<file path="src/common/tbs_defs.vh">
// Purpose: Constants shared by the tuning band selector.
// Assumes: Frequencies are whole hertz in a 30-bit field.
// Notes:   Sub-hertz breakpoints fall between integer codes, so a
//          break "just above x.9999 kHz" becomes a ">= next hertz" test.
`ifndef TBS_DEFS_VH
`define TBS_DEFS_VH

// ----------------------------------------------------------------------
// Register map
// ----------------------------------------------------------------------
`define TBS_ADDR_FREQ    8'h00
`define TBS_ADDR_CTRL    8'h04
`define TBS_ADDR_STATUS  8'h08
`define TBS_ADDR_ACCEPT  8'h0C
`define TBS_ADDR_REJECT  8'h10

// ----------------------------------------------------------------------
// Field positions
// ----------------------------------------------------------------------
`define TBS_CTRL_INCR    0
`define TBS_CTRL_UP      1
`define TBS_CTRL_WIDE    2
`define TBS_CTRL_MDC     3
`define TBS_CTRL_W       4
`define TBS_ST_BAND_HI   2
`define TBS_ST_SUB3B     3
`define TBS_ST_LF        4
`define TBS_ST_REJ       5

// ----------------------------------------------------------------------
// Band codes
// ----------------------------------------------------------------------
`define TBS_BAND_NONE    3'h0
`define TBS_BAND_1       3'h1
`define TBS_BAND_2       3'h2
`define TBS_BAND_3       3'h3
`define TBS_BAND_4       3'h4

// ----------------------------------------------------------------------
// Frequencies in hertz
// ----------------------------------------------------------------------
`define TBS_F_MIN        30'h0000_03E8
`define TBS_F_MAX        30'h3B9A_CA00
`define TBS_B12_NOM      30'h0003_D090
`define TBS_B12_DN       30'h0003_6EE8
`define TBS_B12_UP       30'h0004_0B28
`define TBS_B23_NOM      30'h00E4_E1C0
`define TBS_B23_DN       30'h00CD_FE60
`define TBS_B23_UP       30'h00FB_C520
`define TBS_SUB3A_SPAN   30'h004C_4B40
`define TBS_MDC_LO       30'h2FAF_0800
`define TBS_MDC_HI       30'h35A4_E900

// ----------------------------------------------------------------------
// Reset values
// ----------------------------------------------------------------------
`define TBS_FREQ_RST     30'h0000_0000
`define TBS_CTRL_RST     4'h0
`define TBS_DATA_RST     32'h0000_0000

`endif

</file>
<file path="src/verilog/tbs_brk_sel.v">
// Purpose: Picks the band 1/2 and band 2/3 breakpoints in force.
// Assumes: Pure combinational, fed from the same clock domain.
// Notes:   Wideband forces the nominal band 3 break in all directions.
`timescale 1ns/1ps
`default_nettype none
`include "tbs_defs.vh"

module tbs_brk_sel
(
  input  wire        i_incr,
  input  wire        i_up,
  input  wire        i_wide,
  output reg  [29:0] o_brk12,
  output reg  [29:0] o_brk23
);

  always @*
  begin
    o_brk12 = `TBS_B12_NOM;
    o_brk23 = `TBS_B23_NOM;
    if (i_incr && i_up)
    begin
      o_brk12 = `TBS_B12_UP;
      o_brk23 = `TBS_B23_UP;
    end
    else if (i_incr)
    begin
      o_brk12 = `TBS_B12_DN;
      o_brk23 = `TBS_B23_DN;
    end
    if (i_wide)
    begin
      o_brk23 = `TBS_B23_NOM;
    end
  end

endmodule
`default_nettype wire

</file>
<file path="src/verilog/tbs_sat_cnt.v">
// Purpose: Saturating event counter for request statistics.
// Assumes: One-cycle increment pulse on the block clock.
// Notes:   Holds at all ones so software never sees a wrap.
`timescale 1ns/1ps
`default_nettype none

module tbs_sat_cnt
#(
  parameter WIDTH = 16
)
(
  input  wire             i_clk,
  input  wire             i_rst,
  input  wire             i_inc,
  output reg  [WIDTH-1:0] o_count
);

  always @(posedge i_clk or posedge i_rst)
  begin
    if (i_rst)
      o_count <= {WIDTH{1'b0}};
    else if (i_inc && (o_count != {WIDTH{1'b1}}))
      o_count <= o_count + {{(WIDTH-1){1'b0}}, 1'b1};
  end

endmodule
`default_nettype wire

</file>
<file path="src/verilog/tbs_top.v">
// Purpose: Tuning band selector with a simple register port.
// Assumes: Processor writes FREQ, then CTRL; the CTRL write is the
//          request strobe carrying entry kind, direction and modes.
// Notes:   Rejected requests leave band and path outputs untouched.
//
// Local design decisions: strobed register access and the address map.
`timescale 1ns/1ps
`default_nettype none
`include "tbs_defs.vh"

module tbs_top
#(
  parameter CNT_W = 16
)
(
  input  wire        I_REF_CLK,
  input  wire        I_RST,
  input  wire [7:0]  I_ADDR,
  input  wire [31:0] I_WDATA,
  input  wire        I_WR,
  input  wire        I_RD,
  output reg  [31:0] O_RDATA,
  output reg  [2:0]  O_BAND,
  output reg         O_SUB_3B,
  output reg         O_LF_SEL
);

  // --------------------------------------------------------------------
  // Declarations
  // --------------------------------------------------------------------
  reg  [29:0]         freq_reg;
  reg  [3:0]          ctrl_reg;
  reg                 rej_reg;
  reg  [31:0]         rdata_next;
  reg  [2:0]          band_next;
  reg                 in_range;
  reg                 sub3b_next;
  wire                wr_freq;
  wire                wr_ctrl;
  wire                req_incr;
  wire                req_up;
  wire                req_wide;
  wire                req_mdc;
  wire [29:0]         brk12;
  wire [29:0]         brk23;
  wire [29:0]         sub3_edge;
  wire                above_brk12;
  wire                above_brk23;
  wire                above_sub3;
  wire                in_full_range;
  wire                in_mdc_window;
  wire                wide_too_low;
  wire                band_lf;
  wire                accept;
  wire                reject;
  wire [CNT_W-1:0]    acc_count;
  wire [CNT_W-1:0]    rej_count;

  // --------------------------------------------------------------------
  // Address decode
  // --------------------------------------------------------------------
  assign wr_freq = I_WR && (I_ADDR == `TBS_ADDR_FREQ);
  assign wr_ctrl = I_WR && (I_ADDR == `TBS_ADDR_CTRL);

  assign req_incr = I_WDATA[`TBS_CTRL_INCR];
  assign req_up   = I_WDATA[`TBS_CTRL_UP];
  assign req_wide = I_WDATA[`TBS_CTRL_WIDE];
  assign req_mdc  = I_WDATA[`TBS_CTRL_MDC];

  // --------------------------------------------------------------------
  // Frequency and control registers
  // --------------------------------------------------------------------
  always @(posedge I_REF_CLK or posedge I_RST)
  begin
    if (I_RST)
    begin
      freq_reg <= `TBS_FREQ_RST;
    end
    else if (wr_freq)
    begin
      freq_reg <= I_WDATA[29:0];
    end
  end

  always @(posedge I_REF_CLK or posedge I_RST)
  begin
    if (I_RST)
    begin
      ctrl_reg <= `TBS_CTRL_RST;
    end
    else if (wr_ctrl)
    begin
      ctrl_reg <= I_WDATA[`TBS_CTRL_W-1:0];
    end
  end

  // --------------------------------------------------------------------
  // Breakpoint selection
  // --------------------------------------------------------------------
  tbs_brk_sel u_brk
  (
    .i_incr  (req_incr),
    .i_up    (req_up),
    .i_wide  (req_wide),
    .o_brk12 (brk12),
    .o_brk23 (brk23)
  );

  // 3A spans 5 MHz above break
  assign sub3_edge = brk23 + `TBS_SUB3A_SPAN;

  // --------------------------------------------------------------------
  // Breakpoint comparisons
  // --------------------------------------------------------------------
  // Each compare is a named wire; the range test below uses its own limit
  // compares and shares none of these break compares with the band choice.
  assign above_brk12 = (freq_reg >= brk12);
  assign above_brk23 = (freq_reg >= brk23);
  assign above_sub3  = (freq_reg >= sub3_edge);

  assign in_full_range = (freq_reg >= `TBS_F_MIN) &&
                         (freq_reg <= `TBS_F_MAX);

  assign in_mdc_window = (freq_reg >= `TBS_MDC_LO) &&
                         (freq_reg <= `TBS_MDC_HI);

  assign wide_too_low = req_wide && (freq_reg < `TBS_B23_NOM);

  // --------------------------------------------------------------------
  // Range check
  // --------------------------------------------------------------------
  // The downconverter window replaces the overall limits; wideband only
  // ever narrows them, so a low wideband request is refused outright.
  always @*
  begin
    in_range = in_full_range;
    if (req_mdc)
    begin
      in_range = in_mdc_window;
    end
    else if (wide_too_low)
    begin
      in_range = 1'b0;
    end
  end

  assign accept = wr_ctrl && in_range;
  assign reject = wr_ctrl && !in_range;

  // --------------------------------------------------------------------
  // Band decision
  // --------------------------------------------------------------------
  // The decision looks at the stored frequency and the flags on the bus
  // in the strobe cycle, so a mode change and a retune act as one step.
  always @*
  begin
    band_next  = `TBS_BAND_1;
    sub3b_next = 1'b0;
    if (req_mdc)
    begin
      band_next = `TBS_BAND_4;
    end
    else if (above_brk23)
    begin
      band_next  = `TBS_BAND_3;
      sub3b_next = above_sub3;
    end
    else if (above_brk12)
    begin
      band_next = `TBS_BAND_2;
    end
    else
    begin
      band_next = `TBS_BAND_1;
    end
  end

  assign band_lf = (band_next == `TBS_BAND_1) ||
                   (band_next == `TBS_BAND_2);

  // --------------------------------------------------------------------
  // Held band state
  // --------------------------------------------------------------------
  // Hysteresis comes from the directional breaks: a band moves only
  // when the frequency passes the break for the current travel.
  // hold band, skip rejects
  always @(posedge I_REF_CLK or posedge I_RST)
  begin
    if (I_RST)
    begin
      O_BAND   <= `TBS_BAND_NONE;
      O_SUB_3B <= 1'b0;
    end
    else if (accept)
    begin
      O_BAND   <= band_next;
      O_SUB_3B <= sub3b_next;
    end
  end

  // one level for relay and switch
  always @(posedge I_REF_CLK or posedge I_RST)
  begin
    if (I_RST)
    begin
      O_LF_SEL <= 1'b0;
    end
    else if (accept)
    begin
      O_LF_SEL <= band_lf;
    end
  end

  always @(posedge I_REF_CLK or posedge I_RST)
  begin
    if (I_RST)
    begin
      rej_reg <= 1'b0;
    end
    else if (wr_ctrl)
    begin
      rej_reg <= !in_range;
    end
  end

  // --------------------------------------------------------------------
  // Request statistics
  // --------------------------------------------------------------------
  tbs_sat_cnt #(.WIDTH(CNT_W)) u_acc
  (
    .i_clk   (I_REF_CLK),
    .i_rst   (I_RST),
    .i_inc   (accept),
    .o_count (acc_count)
  );

  tbs_sat_cnt #(.WIDTH(CNT_W)) u_rej
  (
    .i_clk   (I_REF_CLK),
    .i_rst   (I_RST),
    .i_inc   (reject),
    .o_count (rej_count)
  );

  // --------------------------------------------------------------------
  // Read path
  // --------------------------------------------------------------------
  always @*
  begin
    rdata_next = `TBS_DATA_RST;
    case (I_ADDR)
      `TBS_ADDR_FREQ:
      begin
        rdata_next[29:0] = freq_reg;
      end
      `TBS_ADDR_CTRL:
      begin
        rdata_next[`TBS_CTRL_W-1:0] = ctrl_reg;
      end
      `TBS_ADDR_STATUS:
      begin
        rdata_next[`TBS_ST_BAND_HI:0] = O_BAND;
        rdata_next[`TBS_ST_SUB3B]     = O_SUB_3B;
        rdata_next[`TBS_ST_LF]        = O_LF_SEL;
        rdata_next[`TBS_ST_REJ]       = rej_reg;
      end
      `TBS_ADDR_ACCEPT:
      begin
        rdata_next[CNT_W-1:0] = acc_count;
      end
      `TBS_ADDR_REJECT:
      begin
        rdata_next[CNT_W-1:0] = rej_count;
      end
      default:
      begin
        rdata_next = `TBS_DATA_RST;
      end
    endcase
  end

  // Read data stand only in the cycle after the strobe; otherwise zero.
  always @(posedge I_REF_CLK or posedge I_RST)
  begin
    if (I_RST)
    begin
      O_RDATA <= `TBS_DATA_RST;
    end
    else if (I_RD)
    begin
      O_RDATA <= rdata_next;
    end
    else
    begin
      O_RDATA <= `TBS_DATA_RST;
    end
  end

endmodule
`default_nettype wire

</file>
<file path="config.mk">
export PLATFORM = sky130hd
export DESIGN_NAME = tbs_top
export DESIGN_NICKNAME = d
export VERILOG_FILES = /design/src/verilog/tbs_brk_sel.v /design/src/verilog/tbs_sat_cnt.v /design/src/verilog/tbs_top.v
export VERILOG_INCLUDE_DIRS = /design/src /design/src/common
export SDC_FILE = /design/constraint.sdc
export NUM_CORES = 1
export LEC_CHECK = 0
export BUFFER_PORTS_ARGS = -buffer_cell sky130_fd_sc_hd__buf_4
export CAP_MARGIN = 20
export CORE_MARGIN = 2
export CORE_UTILIZATION = 40
export CTS_CLUSTER_SIZE = 12
export DETAILED_ROUTE_END_ITERATION = 10
export PLACE_DENSITY_LB_ADDON = 0.05
export SLEW_MARGIN = 15
export SYNTH_ARGS = -nofsm -noshare
export SYNTH_HDL_FRONTEND = slang
export SYNTH_SLANG_ARGS = --single-unit
export TNS_END_PERCENT = 20
</file>
<file path="constraint.sdc">
create_clock -name I_REF_CLK -period 5 [get_ports I_REF_CLK]
set_input_delay 0.75 -clock I_REF_CLK [delete_from_list [all_inputs] [get_ports I_REF_CLK]]
set_output_delay 0.75 -clock I_REF_CLK [all_outputs]
set_load 0.005 [all_outputs]
</file>
==> summary.json <==
{
  "synth": {
    "yosys_warnings": 0,
    "async_flop_share_pct": 100.0,
    "yosys.cell_count.top_type": "dfrtp_1",
    "synth.avg_cell_area_um2": 10.49,
    "ys_seq_area_share_pct": 43.52,
    "post_synth_instance_area_mm2": 0.005866,
    "synth_common_cells": "102 x dfrtp_1, 47 x ha_1, 41 x mux2_2, 41 x nand2_1, 31 x nor2_1",
    "synth_edf_count": 0,
    "synth_top_area_share_pct": 43.52,
    "synthFlopType": "dfrtp_1",
    "synth_area_leader_cell": "dfrtp_1",
    "synth.area.top_cells": "dfrtp_1 44%, ha_1 10%, mux2_2 7.9%",
    "number_of_distinct_standard_cells_referenced_by_the_synthesized_netlist": 65,
    "postSynthCellCount": 559,
    "yosys_register_bits": 102
  },
  "critical_path": {
    "data_arrival_critical_path_ns": 3.81,
    "critPathMaxFanout": 8,
    "critPathCaptureType": "register",
    "cp.required_ns": 5.21,
    "timing_worst_setup_path_type": "in -> reg",
    "crit_path_start_kind": "input port"
  },
  "route": {
    "antenna_violating_nets_post_route": 0,
    "drt-initial-drc-count": 290,
    "via_count_of_the_routed_design": 4668,
    "drcViolationCount": 0,
    "routedWlPerCell_um": 19.65,
    "routed_wirelength_um": 16020,
    "via_per_inst": 5.728,
    "first_pass_iters": 7
  },
  "floorplan": {
    "fp.coreArea_mm2": 0.01442,
    "initial_core_util_pct": 40.67,
    "die_area_mm2": 0.01565,
    "die_width_um": 125.1,
    "num_io_pins": 81,
    "floorplan.die.height_um": 125.1,
    "fp-row-count": 44
  },
  "power": {
    "swShare_pct": 24.63,
    "intPower_mw": 1.393,
    "sequentialPowerShare_pct": 47.4,
    "cellPowerDensity_mw_per_mm2": 267.3,
    "total_power_mw": 1.848,
    "power.static_leakage_nw": 3.427,
    "combPwrFrac_pct": 10.2,
    "ir_worst_vdd_uv": 175.9,
    "total_switching_power_mw": 0.4551,
    "clockPowerShare_pct": 42.4
  },
  "global_route": {
    "antenna_found_initial": 0,
    "grt_use_total_pct": 20.88,
    "grt_pass1_wl_um": 25590,
    "first_global_vias": 4567,
    "globalRouteOverflowTotal": 0,
    "largest_net_degree_at_the_start_of_global_routing": 70
  },
  "place": {
    "gp_congestion": 0.8302,
    "place_ws_ns": 1.049,
    "place_hpwl_um": 11860,
    "port_buffers": 76
  },
  "sta": {
    "timing.max_slew.rel_slack_pct": 40.34,
    "final_worst_path_cycle_share_pct": 72.08,
    "final_period_minus_worst_setup_slack_ns": 3.604,
    "finalSetupTns_ns": 0,
    "setup_slack_ns": 1.396,
    "worst-slew-pin-transition_ns": 0.8944,
    "maxClockFrequency_mhz": 277.5,
    "rsz0062_at_grt": "false",
    "timing.final.setup_violations": 0,
    "final_hold_viol_count": 0,
    "final-max-slew-violation-count": 0,
    "clock-skew-final_ns": 0.01249
  },
  "final_layout": {
    "antenna_cells_inserted": 0,
    "n_fill_cell": 1359,
    "final_net_count": 717,
    "area_delta_synth_final_pct": 17.85,
    "drive_gt1_share_pct": 25.04,
    "layout.core_utilization_pct": 47.93
  },
  "cts": {
    "cts_root_buf": "clkbuf_16",
    "clock_edge_transition_at_the_registers_on_the_reported_setup_and_hold_paths_ns": 0.07,
    "htree_levels": 3,
    "post-cts-setup-buffer-count": 0,
    "cts_inserted_buffers": 9,
    "hold_buffer_count_at_cts": 0,
    "ctsResizeCount": 0,
    "latest_clock_arrival_within_the_worst_skew_pair_ns": 0.35,
    "cts_buffer_depth": 2,
    "tritoncts": "yes",
    "numClockSinks": 102
  },
  "worst_hold_path": {
    "worstHoldPathType": "reg -> reg"
  },
  "job": {
    "drv_cap": 0
  },
  "outcome": {
    "run_status": "complete, no violations"
  }
}
[logic make-up (layout without fill, tap and decap cells)]
kind of cell,count (synthesis),in the layout,share of synthesized area [%]
xor+xnor,28,28,4.181
flops,102,102,43.52
mux,41,41,7.871
simple gates,210,210,19.86
fa+ha+maj,47,47,10.03
buf+inv,39,110,2.986
compound gates,90,90,11.43
other cells,2,3,0.1280
[final timing paths]
| kind | endpoint | slack [ns] | start | depth (start not counted) |
|---|---|---|---|---|
| max | O_SUB_3B$_DFFE_PP0P_ | 1.40 | I_WDATA[0] | 15 |
| min | rej_reg$_DFFE_PP0P_ | 0.49 | rej_reg$_DFFE_PP0P_ | 2 |
| max reg2reg | u_acc.o_count[1]$_DFFE_PP0P_ | 1.74 | freq_reg[0]$_DFFE_PP0P_ | 7 |
| min reg2reg | rej_reg$_DFFE_PP0P_ | 0.49 | rej_reg$_DFFE_PP0P_ | 2 |
| max in group asynchronous | freq_reg[1]$_DFFE_PP0P_ | 3.45 | I_RST | 3 |
| min in group asynchronous | O_RDATA[18]$_DFF_PP0_ | 0.58 | I_RST | 2 |
[per-layer routing]
layer	vias to the layer above	wire, um	track usage, %
met2	141	7687	33.98
met1	2304	7357	28.95
met5	-	0	0
met3	17	744	3.851
met4	0	226	5.229
li1	2206	-	-
[layout make-up]
| type | count | area (um^2) | area share (%) |
|---|---|---|---|
| inverters | 14 | 55.05 | 0.7964 |
| well taps | 184 | 230.2 | 3.330 |
| multi-input cells | 419 | 3142 | 45.45 |
| clock buffers | 12 | 256.5 | 3.710 |
| flip-flops and latches | 102 | 2552 | 36.92 |
| clock inverters | 4 | 76.32 | 1.104 |
| repair buffers | 80 | 600.6 | 8.688 |
[worst max-delay path, cell delays in order]
cell,delay (ns)
buf_4,0.13
inv_1,0.14
nor2_1,0.13
buf_4,0.15
inv_1,0.13
or2_2,0.31
ha_1,0.30
a21o_1,0.17
a21o_1,0.17
a21oi_1,0.14
a21oi_1,0.08
o31ai_1,0.26
a21oi_1,0.11
a2111oi_0,0.70
o21ai_0,0.15
[layout by cell type, fill, tap and decap left out, types with 3 or more instances in the layout]
cell	Yosys	final
o21ai_0	16	16
a21o_1	11	11
a31oi_1	3	3
a222oi_1	16	16
inv_1	14	13
and3_1	24	24
nor2_1	31	31
clkbuf_16	0	9
nand3_1	23	23
nand4_1	19	19
buf_4	3	80
nor4_1	8	8
or2_2	6	6
dfrtp_1	102	102
ha_1	47	47
mux2_2	41	41
xor2_1	5	5
o21a_1	5	5
nand4b_1	3	3
nand2b_1	3	3
a211oi_1	3	3
a21oi_1	20	20
xnor2_1	23	23
and2_1	7	7
conb_1	2	3
nor2b_1	5	5
nor3_1	15	15
nand2_1	41	41
[power by group through the flow]
stage	clock (mW)	sequential, mW	combinational (mW)
after floorplan	0	0.873	0.125
after global placement	0	0.892	0.181
after detailed placement	0	0.892	0.188
after CTS	0.802	0.876	0.189
after global routing	0.834	0.879	0.214
final	0.783	0.877	0.188
[through the flow]
step           instances  hold slack, ns  area [um^2]
5_1_grt              815          0.5196         6913
3_5_place_dp         799          0.4754         6580
3_3_place_gp         799          0.4681         6580
4_1_cts              815          0.4908         6913
2_1_floorplan        560          0.4431         5869
6_report             815          0.4869         6913
(Power assumes the default switching activity.)
